### src/trip_pkg.sv
// Package with trip indices, register map, field positions and timing constants
package trip_pkg;

    localparam int NUM_TRIPS = 16;

    // Trip index doubles as priority: lower index wins the display
    localparam int T_PRECHARGE = 0;
    localparam int T_OVERCURRENT = 1;
    localparam int T_GROUND = 2;
    localparam int T_OVERVOLT = 3;
    localparam int T_DRIVE_OL = 4;
    localparam int T_HEATSINK = 5;
    localparam int T_THERMAL = 6;
    localparam int T_MOTOR_OL = 7;
    localparam int T_PHASE = 8;
    localparam int T_SENSOR = 9;
    localparam int T_COOLING = 10;
    localparam int T_EXT_CLOSED = 11;
    localparam int T_EXT_OPEN = 12;
    localparam int T_LINK = 13;
    localparam int T_BRAKE = 14;
    localparam int T_UNDERVOLT = 15;

    localparam logic [15:0] FATAL_MASK = 16'h0001;
    localparam logic [15:0] LEVEL_MASK = 16'h8000;
    localparam logic [15:0] LATCH_MASK = 16'h7FFE;

    // APB register byte offsets
    localparam logic [7:0] A_CONFIG = 8'h00;
    localparam logic [7:0] A_OL_LEVEL = 8'h04;
    localparam logic [7:0] A_DRIVE_RATED = 8'h08;
    localparam logic [7:0] A_MOTOR_RATED = 8'h0C;
    localparam logic [7:0] A_BRAKE_CURR = 8'h10;
    localparam logic [7:0] A_GF_LEVEL = 8'h14;
    localparam logic [7:0] A_WARN_MASK = 8'h18;
    localparam logic [7:0] A_RESET_CMD = 8'h1C;
    localparam logic [7:0] A_TRIP_STATE = 8'h20;
    localparam logic [7:0] A_DISPLAY = 8'h24;
    localparam logic [7:0] A_HISTORY = 8'h28;
    localparam logic [7:0] A_WLOG0 = 8'h2C;
    localparam int WLOG_DEPTH = 5;

    // CONFIG fields
    localparam int F_OL_SEL = 0;
    localparam int F_TH_SEL = 4;
    localparam int F_PH_SEL = 8;
    localparam int F_PNP = 12;
    localparam int F_RELAY1 = 16;
    localparam int F_RELAY2 = 24;
    localparam int SEL_W = 4;
    localparam int FUNC_W = 5;
    localparam logic [4:0] FUNC_BRAKE = 5'h13;
    localparam int PH_CHECK_BIT = 1;

    // DISPLAY fields
    localparam int F_INHIBIT = 8;
    localparam int F_WARNING = 9;

    localparam logic [31:0] CONFIG_RST = 32'h0000_0000;
    localparam logic [15:0] CURR_RST = 16'hFFFF;

    localparam int CURR_W = 16;
    localparam int CODE_W = 5;

    // Timing
    localparam longint CLK_HZ = 50_000_000;
    localparam longint LINK_LOSS_MS = 500;
    localparam longint LINK_LOSS_CYC = LINK_LOSS_MS * CLK_HZ / 1000;
    localparam longint OL_HOLD_S = 60;
    localparam longint OL_HOLD_CYC = OL_HOLD_S * CLK_HZ;
    localparam int OC_FACTOR_PCT = 200;
    localparam int OL_RATE_PCT = 150;

    typedef struct packed {
        logic over_voltage;
        logic under_voltage;
        logic precharge_fail;
        logic heatsink_hot;
        logic sensor_bad;
        logic fan_fault;
        logic [2:0] phase_open;
    } sense_s;

    typedef struct packed {
        logic [CURR_W-1:0] out_current;
        logic [CURR_W-1:0] ground_current;
        logic [CURR_W-1:0] load_level;
    } meas_s;

endpackage
### src/drive_fault_trip_manager.sv
// Fault classification, latching, priority display and APB register file
//
// The APB slave port and the register offsets were left to the implementer.
`timescale 1ns/1ps

module drive_fault_trip_manager #(
    parameter longint LINK_LOSS_CYCLES = trip_pkg::LINK_LOSS_CYC,
    parameter longint DRIVE_OL_CYCLES = trip_pkg::OL_HOLD_CYC,
    parameter longint THERMAL_CYCLES = trip_pkg::OL_HOLD_CYC
) (
    input wire logic CORE_CLK,
    input wire logic SYS_RST,
    input wire logic PSEL,
    input wire logic PENABLE,
    input wire logic PWRITE,
    input wire logic [7:0] PADDR,
    input wire logic [31:0] PWDATA,
    output logic [31:0] PRDATA,
    output logic PREADY,
    output logic PSLVERR,
    input wire trip_pkg::sense_s SENSE,
    input wire trip_pkg::meas_s MEAS,
    input wire logic EXT_CLOSED_PIN,
    input wire logic EXT_OPEN_PIN,
    input wire logic LINK_BEAT,
    input wire logic BRAKE_ACTIVE,
    input wire logic FAULT_RESET,
    output logic DRIVE_INHIBIT,
    output logic WARNING,
    output logic [trip_pkg::CODE_W-1:0] DISPLAY_CODE
);

    localparam int N = trip_pkg::NUM_TRIPS;
    localparam int CW = trip_pkg::CURR_W;
    localparam int AW = 56;

    if (LINK_LOSS_CYCLES < 1 || LINK_LOSS_CYCLES > 64'hFFFF_FFFF) begin : g_bad_link
        $error("LINK_LOSS_CYCLES out of range");
    end
    if (DRIVE_OL_CYCLES < 1 || DRIVE_OL_CYCLES > 64'hF_FFFF_FFFF) begin : g_bad_ol
        $error("DRIVE_OL_CYCLES out of range");
    end
    if (THERMAL_CYCLES < 1 || THERMAL_CYCLES > 64'hF_FFFF_FFFF) begin : g_bad_th
        $error("THERMAL_CYCLES out of range");
    end
    // Log index is three bits wide
    if (trip_pkg::WLOG_DEPTH < 1 || trip_pkg::WLOG_DEPTH > 8) begin : g_bad_log
        $error("WLOG_DEPTH out of range");
    end

    // Inverse-time heat: excess over rating accumulates, deficit cools
    function automatic logic [AW-1:0] heat_next(input logic [AW-1:0] acc,
                                                input logic [CW-1:0] cur,
                                                input logic [CW-1:0] rated);
        logic [AW-1:0] diff;
        diff = '0;
        if (cur > rated) begin
            diff = AW'(cur - rated);
            heat_next = acc + diff;
        end else begin
            diff = AW'(rated - cur);
            heat_next = (acc > diff) ? acc - diff : '0;
        end
    endfunction

    // Budget reached at 150% load after the hold time
    function automatic logic [AW-1:0] heat_limit(input logic [CW-1:0] rated,
                                                 input longint cycles);
        logic [AW-1:0] excess;
        excess = AW'(rated) * AW'(trip_pkg::OL_RATE_PCT - 100) / AW'(100);
        heat_limit = excess * AW'(cycles);
    endfunction

    // First set bit wins
    function automatic logic [trip_pkg::CODE_W-1:0] first_code(input logic [N-1:0] v);
        logic [trip_pkg::CODE_W-1:0] c;
        c = '0;
        for (int i = N - 1; i >= 0; i--) begin
            if (v[i]) begin
                c = trip_pkg::CODE_W'(i + 1);
            end
        end
        first_code = c;
    endfunction

    // Register file
    logic [31:0] config_reg;
    logic [CW-1:0] ol_level;
    logic [CW-1:0] drive_rated;
    logic [CW-1:0] motor_rated;
    logic [CW-1:0] brake_release_current;
    logic [CW-1:0] gf_level;
    logic [N-1:0] warn_mask;
    logic [N-1:0] trip_state;
    logic [trip_pkg::CODE_W-1:0] history;
    logic [trip_pkg::CODE_W-1:0] warning_log_entries [trip_pkg::WLOG_DEPTH];
    logic [N-1:0] warn_prev;
    logic [31:0] link_count;
    logic [AW-1:0] drive_heat;
    logic [AW-1:0] motor_heat;

    wire setup_phase = PSEL & ~PENABLE;
    wire wr_access = PSEL & PENABLE & PWRITE;
    wire [7:0] word_addr = {PADDR[7:2], 2'b00};
    wire in_log = (word_addr >= trip_pkg::A_WLOG0) &&
        (word_addr < trip_pkg::A_WLOG0 + 8'(4 * trip_pkg::WLOG_DEPTH));
    wire [7:0] log_off = word_addr - trip_pkg::A_WLOG0;
    wire [2:0] log_idx = log_off[4:2];
    wire addr_rw = word_addr <= trip_pkg::A_RESET_CMD;
    wire addr_ro = (word_addr >= trip_pkg::A_TRIP_STATE && word_addr <= trip_pkg::A_HISTORY)
        || in_log;
    wire mapped = addr_rw | addr_ro;
    wire sw_reset = wr_access && word_addr == trip_pkg::A_RESET_CMD && PWDATA[0];
    wire latch_clear = sw_reset | FAULT_RESET;

    // Config fields
    wire [trip_pkg::SEL_W-1:0] overload_trip_select = config_reg[trip_pkg::F_OL_SEL +: 4];
    wire [trip_pkg::SEL_W-1:0] thermal_trip_select = config_reg[trip_pkg::F_TH_SEL +: 4];
    wire [trip_pkg::SEL_W-1:0] phase_loss_check_select = config_reg[trip_pkg::F_PH_SEL +: 4];
    wire source_wiring = config_reg[trip_pkg::F_PNP];
    wire [4:0] relay_output_one_function = config_reg[trip_pkg::F_RELAY1 +: 5];
    wire [4:0] relay_output_two_function = config_reg[trip_pkg::F_RELAY2 +: 5];

    // Trip conditions
    // Limit is the rated current scaled by the overcurrent factor
    wire [CW+7:0] oc_limit = (CW+8)'((CW+8)'(drive_rated)
        * (CW+8)'(trip_pkg::OC_FACTOR_PCT) / (CW+8)'(100));
    wire ext_closed = source_wiring ? EXT_CLOSED_PIN : ~EXT_CLOSED_PIN;
    wire ext_open_closed = source_wiring ? EXT_OPEN_PIN : ~EXT_OPEN_PIN;
    wire brake_assigned = relay_output_one_function == trip_pkg::FUNC_BRAKE ||
        relay_output_two_function == trip_pkg::FUNC_BRAKE;
    wire [AW-1:0] next_drive_heat = heat_next(drive_heat, MEAS.out_current, drive_rated);
    wire [AW-1:0] next_motor_heat = heat_next(motor_heat, MEAS.out_current, motor_rated);
    wire [31:0] link_limit = 32'(LINK_LOSS_CYCLES);
    wire link_lost = link_count >= link_limit;

    logic [N-1:0] cond;
    always_comb begin
        cond = '0;
        cond[trip_pkg::T_PRECHARGE] = SENSE.precharge_fail;
        cond[trip_pkg::T_OVERCURRENT] = (CW+8)'(MEAS.out_current) > oc_limit;
        cond[trip_pkg::T_GROUND] = MEAS.ground_current > gf_level;
        cond[trip_pkg::T_OVERVOLT] = SENSE.over_voltage;
        cond[trip_pkg::T_DRIVE_OL] =
            drive_heat >= heat_limit(drive_rated, DRIVE_OL_CYCLES);
        cond[trip_pkg::T_HEATSINK] = SENSE.heatsink_hot;
        cond[trip_pkg::T_THERMAL] = thermal_trip_select != '0 &&
            motor_heat >= heat_limit(motor_rated, THERMAL_CYCLES);
        cond[trip_pkg::T_MOTOR_OL] = overload_trip_select != '0 &&
            MEAS.load_level > ol_level;
        cond[trip_pkg::T_PHASE] = phase_loss_check_select[trip_pkg::PH_CHECK_BIT] &&
            (|SENSE.phase_open);
        cond[trip_pkg::T_SENSOR] = SENSE.sensor_bad;
        cond[trip_pkg::T_COOLING] = SENSE.fan_fault;
        cond[trip_pkg::T_EXT_CLOSED] = ext_closed;
        cond[trip_pkg::T_EXT_OPEN] = ~ext_open_closed;
        cond[trip_pkg::T_LINK] = link_lost;
        cond[trip_pkg::T_BRAKE] = brake_assigned && BRAKE_ACTIVE &&
            MEAS.out_current < brake_release_current;
        cond[trip_pkg::T_UNDERVOLT] = SENSE.under_voltage;
    end

    // Per-type holding; a new condition wins over a clear
    wire [N-1:0] held_level = cond & trip_pkg::LEVEL_MASK;
    wire [N-1:0] held_latch = (cond | (trip_state & {N{~latch_clear}}))
        & trip_pkg::LATCH_MASK;
    wire [N-1:0] held_fatal = (cond | trip_state) & trip_pkg::FATAL_MASK;
    wire [N-1:0] next_trip_state = held_level | held_latch | held_fatal;

    wire [N-1:0] halting = next_trip_state & ~warn_mask;
    wire [N-1:0] warns = next_trip_state & warn_mask;
    wire [N-1:0] new_warns = warns & ~warn_prev;
    wire [N-1:0] new_history = next_trip_state & ~trip_state & ~trip_pkg::LEVEL_MASK;
    wire [trip_pkg::CODE_W-1:0] next_display = first_code(next_trip_state);

    logic [31:0] read_mux;
    always_comb begin
        read_mux = '0;
        case (word_addr)
            trip_pkg::A_CONFIG: begin
                read_mux = config_reg;
            end
            trip_pkg::A_OL_LEVEL: begin
                read_mux = 32'(ol_level);
            end
            trip_pkg::A_DRIVE_RATED: begin
                read_mux = 32'(drive_rated);
            end
            trip_pkg::A_MOTOR_RATED: begin
                read_mux = 32'(motor_rated);
            end
            trip_pkg::A_BRAKE_CURR: begin
                read_mux = 32'(brake_release_current);
            end
            trip_pkg::A_GF_LEVEL: begin
                read_mux = 32'(gf_level);
            end
            trip_pkg::A_WARN_MASK: begin
                read_mux = 32'(warn_mask);
            end
            trip_pkg::A_TRIP_STATE: begin
                read_mux = 32'(trip_state);
            end
            trip_pkg::A_DISPLAY: begin
                read_mux = {22'h0, WARNING, DRIVE_INHIBIT, 3'h0, DISPLAY_CODE};
            end
            trip_pkg::A_HISTORY: begin
                read_mux = 32'(history);
            end
            default: begin
                read_mux = in_log ? 32'(warning_log_entries[log_idx]) : 32'h0;
            end
        endcase
    end

    assign PREADY = 1'b1;
    assign PSLVERR = PSEL & PENABLE & ~(PWRITE ? addr_rw : mapped);

    // Read data captured in the setup cycle so it is stable in access
    always_ff @(posedge CORE_CLK) begin
        if (SYS_RST) begin
            PRDATA <= 32'h0;
        end else if (setup_phase && !PWRITE) begin
            PRDATA <= read_mux;
        end
    end

    always_ff @(posedge CORE_CLK) begin
        if (SYS_RST) begin
            config_reg <= trip_pkg::CONFIG_RST;
            ol_level <= trip_pkg::CURR_RST;
            drive_rated <= trip_pkg::CURR_RST;
            motor_rated <= trip_pkg::CURR_RST;
            brake_release_current <= '0;
            gf_level <= trip_pkg::CURR_RST;
            warn_mask <= '0;
        end else if (wr_access) begin
            case (word_addr)
                trip_pkg::A_CONFIG: begin
                    config_reg <= PWDATA;
                end
                trip_pkg::A_OL_LEVEL: begin
                    ol_level <= PWDATA[CW-1:0];
                end
                trip_pkg::A_DRIVE_RATED: begin
                    drive_rated <= PWDATA[CW-1:0];
                end
                trip_pkg::A_MOTOR_RATED: begin
                    motor_rated <= PWDATA[CW-1:0];
                end
                trip_pkg::A_BRAKE_CURR: begin
                    brake_release_current <= PWDATA[CW-1:0];
                end
                trip_pkg::A_GF_LEVEL: begin
                    gf_level <= PWDATA[CW-1:0];
                end
                trip_pkg::A_WARN_MASK: begin
                    warn_mask <= PWDATA[N-1:0];
                end
                default: ;
            endcase
        end
    end

    // Link watchdog and heat models
    always_ff @(posedge CORE_CLK) begin
        if (SYS_RST) begin
            link_count <= '0;
            drive_heat <= '0;
            motor_heat <= '0;
        end else begin
            // Counter stops at the limit so the trip cannot wrap away
            if (LINK_BEAT) begin
                link_count <= 32'h0;
            end else if (!link_lost) begin
                link_count <= link_count + 32'h1;
            end
            drive_heat <= next_drive_heat;
            motor_heat <= next_motor_heat;
        end
    end

    // Trip state, outputs and logs; power cycle is the only fatal clear
    always_ff @(posedge CORE_CLK) begin
        if (SYS_RST) begin
            trip_state <= '0;
            warn_prev <= '0;
            history <= '0;
            DRIVE_INHIBIT <= 1'b0;
            WARNING <= 1'b0;
            DISPLAY_CODE <= '0;
            for (int i = 0; i < trip_pkg::WLOG_DEPTH; i++) begin
                warning_log_entries[i] <= '0;
            end
        end else begin
            trip_state <= next_trip_state;
            warn_prev <= warns;
            DRIVE_INHIBIT <= |halting;
            WARNING <= |warns;
            DISPLAY_CODE <= next_display;
            if (|new_history) begin
                history <= first_code(new_history);
            end
            if (|new_warns) begin
                warning_log_entries[0] <= first_code(new_warns);
                for (int i = 1; i < trip_pkg::WLOG_DEPTH; i++) begin
                    warning_log_entries[i] <= warning_log_entries[i-1];
                end
            end
        end
    end

endmodule

### config.mk
export PLATFORM = sky130hd
export DESIGN_NAME = drive_fault_trip_manager
export DESIGN_NICKNAME = d
export VERILOG_FILES = /design/src/trip_pkg.sv /design/src/drive_fault_trip_manager.sv
export SDC_FILE = /design/constraint.sdc
export NUM_CORES = 2
export LEC_CHECK = 0
export BUFFER_PORTS_ARGS = -buffer_cell sky130_fd_sc_hd__buf_2
export CELL_PAD_IN_SITES_DETAIL_PLACEMENT = 1
export CELL_PAD_IN_SITES_GLOBAL_PLACEMENT = 2
export CORE_MARGIN = 1
export CORE_UTILIZATION = 35
export DETAILED_ROUTE_END_ITERATION = 6
export HOLD_SLACK_MARGIN = 0.05
export PLACE_DENSITY_LB_ADDON = 0.12
export RECOVER_POWER = 100
export SYNTH_ARGS = -nofsm -noshare
export SYNTH_HDL_FRONTEND = slang
export SYNTH_SLANG_ARGS = --single-unit
### constraint.sdc
create_clock -name CORE_CLK -period 31.2 [get_ports CORE_CLK]
set_input_delay 3.12 -clock CORE_CLK [delete_from_list [all_inputs] [get_ports CORE_CLK]]
set_output_delay 3.12 -clock CORE_CLK [all_outputs]
set_load 0.01 [all_outputs]
==> impl_metrics.json <==
{
  "cp.buffers_inverters": 10,
  "gp_congestion": 0.8677,
  "initial_utilization_pct": 35.38,
  "dr.pass1.iters": 6,
  "regToRegSetupSlack_ns": 2.23,
  "rsz0062_at_grt": "false",
  "violations": "max-capacitance violations, max-slew violations",
  "final_common_cell": "ha_1",
  "crit_top_cell": "a21oi_1",
  "mostFrequentLayoutCells": "ha_1 (956), inv_1 (854), a21oi_1 (626), nand2_1 (606), nor2_1 (446)",
  "die_y_um": 410.8,
  "setup_viol": 0,
  "drc": 0,
  "h-tree-depth": 2,
  "drive_above_1_share_pct": 8.091,
  "place_area_um2": 62160,
  "synth.avg_cell_area_um2": 7.962,
  "drv_slew": 327,
  "syn_area_um2": 58500,
  "cts_buffer_depth": 3,
  "cts.repair.resized": 0,
  "via_per_inst": 5.577,
  "synth_cell_types": 164,
  "end_kind": "register",
  "hold_path.class": "reg2reg",
  "synth_seq_cells": 372,
  "crit_path_start_kind": "register",
  "status": "complete, but fails checks",
  "stdcell_area_um2": 63820,
  "timing.hold.ws_ns": 0.4538,
  "ios": 148,
  "die_x_um": 410.8,
  "synth_async_sr_flop_share_pct": 0,
  "largest_registers": "drive_heat x56, motor_heat x56",
  "period_needed_ns": 28.97,
  "max_freq_mhz": 34.52,
  "slew_headroom_pct": -75.14,
  "cpMaxStageDelayCell": "dfxtp_1",
  "fin_worst_skew_ns": 0.04724,
  "io_buffer_count": 144,
  "grt_start_max_net_pins": 161,
  "cts_hold_buf": 0,
  "routedWlPerCell_um": 20.98,
  "synth_ff_type": "dfxtp_1",
  "cts_tree": "yes",
  "vias": 54057,
  "cts-root-buf": "clkbuf_16",
  "critPathMaxFanout": 25,
  "clkLatencyLatePin_ns": 0.66,
  "hpwl_um": 164700,
  "synth_edf_count": 25,
  "synthCells": 7347,
  "max_slew.worst_pin.slew_ns": 2.607,
  "layout.nets": 8781,
  "worst_ep_arrival_time_ns": 29.38,
  "antenna_found_initial": 6,
  "grt_pass1_vias": 56601,
  "cts_buffers": 51,
  "routed_wl_um": 203300,
  "syn-num-nets": 8669,
  "setup_tns_ns": 0,
  "grt_first_pass_wirelength_um": 322400,
  "ant_nets": 0,
  "post_cts_buffers": 0,
  "finalHoldViolations": 0,
  "grt_overflow_total": 0,
  "cp_slowest_stage_delay_ns": 0.71,
  "dieArea_um2": 168800,
  "core_um2": 165400,
  "ys_seq_area_share_pct": 13.16,
  "critical_path_class": "reg2reg",
  "cts.sinks": 372,
  "layout.cells.non_filler": 9692,
  "critical_path.top_delay_family": "compound AO/OA/AOI/OAI gates",
  "dp.cells": 9595,
  "drt_iter0_drc": 2575,
  "num_rows": 149,
  "max-cap-violations": 10,
  "grt.total_usage_pct": 23.77,
  "worstPathRequired_ns": 31.61,
  "ys.warnings.count": 0,
  "clkSlewWorstSetupHoldPaths_ns": 0.06,
  "synthToLayoutAreaGrowth_pct": 9.092,
  "fin_crit_sh_pct": 92.85
}
## worst register-to-register path, delay by kind of cell (launching register included)
family                     cells  cell delay, ns
and+or+nand+nor               27            5.62
buffers and inverters         10            2.01
AOI/OAI and AO/OA             62           14.88
adders and majority gates     13            4.32
xor gates and xnor gates       3            0.69
DFF                            1            0.71
muxes                          2            0.49
## cell type report
| class | count | area (um^2) |
|---|---|---|
| multi-input cells | 5897 | 46770 |
| repair buffers | 267 | 1603 |
| flip-flops and latches | 372 | 7697 |
| well taps | 2189 | 2739 |
| inverters | 870 | 3277 |
| clock buffers | 71 | 1443 |
| fillers | 20117 | 101500 |
| clock inverters | 25 | 289.0 |
| diodes | 1 | 2.502 |
## routing by layer
layer	global-route usage [%]	vias up	share of wire, %
met5	0	-	0.0059
met3	1.827	157	2.9
met1	33.34	26738	49
met4	3.577	2	1.4
li1	-	26449	-
met2	40.21	711	46
## through the flow
step,util (%),worst slack [ns]
6_report,38.59,2.232
5_1_grt,38.59,0.03789
4_1_cts,38.63,1.675
3_5_place_dp,37.59,1.852
3_3_place_gp,37.59,2.064
2_1_floorplan,-,6.638
## worst paths after layout
kind                                                  end  depth (start not counted)                         from
setup / recovery  warning_log_entries[3][1]$_SDFFCE_PN0P_                        117  drive_rated[0]$_SDFFE_PP1P_
hold / removal                config_reg[30]$_SDFFE_PP0P_                          2  config_reg[30]$_SDFFE_PP0P_
setup reg to reg  warning_log_entries[3][1]$_SDFFCE_PN0P_                        117  drive_rated[0]$_SDFFE_PP1P_
hold reg to reg               config_reg[30]$_SDFFE_PP0P_                          2  config_reg[30]$_SDFFE_PP0P_
## synth_stat cells, types with 98 or more instances
cell | n | area, um^2
a21o_1 | 151 | 1134
a21oi_1 | 629 | 3148
clkbuf_1 | 154 | 578.1
dfxtp_1 | 347 | 6947
fa_1 | 259 | 5185
ha_1 | 956 | 11960
inv_1 | 854 | 3206
nand2_1 | 607 | 2278
nand2b_1 | 120 | 750.7
nand3_1 | 193 | 965.9
nand4_1 | 98 | 613.1
nor2_1 | 447 | 1678
nor3_1 | 116 | 580.6
o211ai_1 | 121 | 908.4
o21ai_0 | 343 | 1717
xnor2_1 | 271 | 2374
xor2_1 | 148 | 1296
## cell families after synthesis
| family | synth area share, % |
|---|---|
| AO/OA/AOI/OAI | 24.05 |
| XOR/XNOR | 6.746 |
| adder cells (fa/ha/maj) | 29.54 |
| buffers and inverters | 7.150 |
| flip-flops | 13.16 |
| multiplexers | 1.534 |
| other | 0.006410 |
| AND/OR/NAND/NOR | 17.82 |
Power is left out: the tool's default activity adds up to more than one toggle a clock period on the data nets, which glitch-free logic cannot reach.
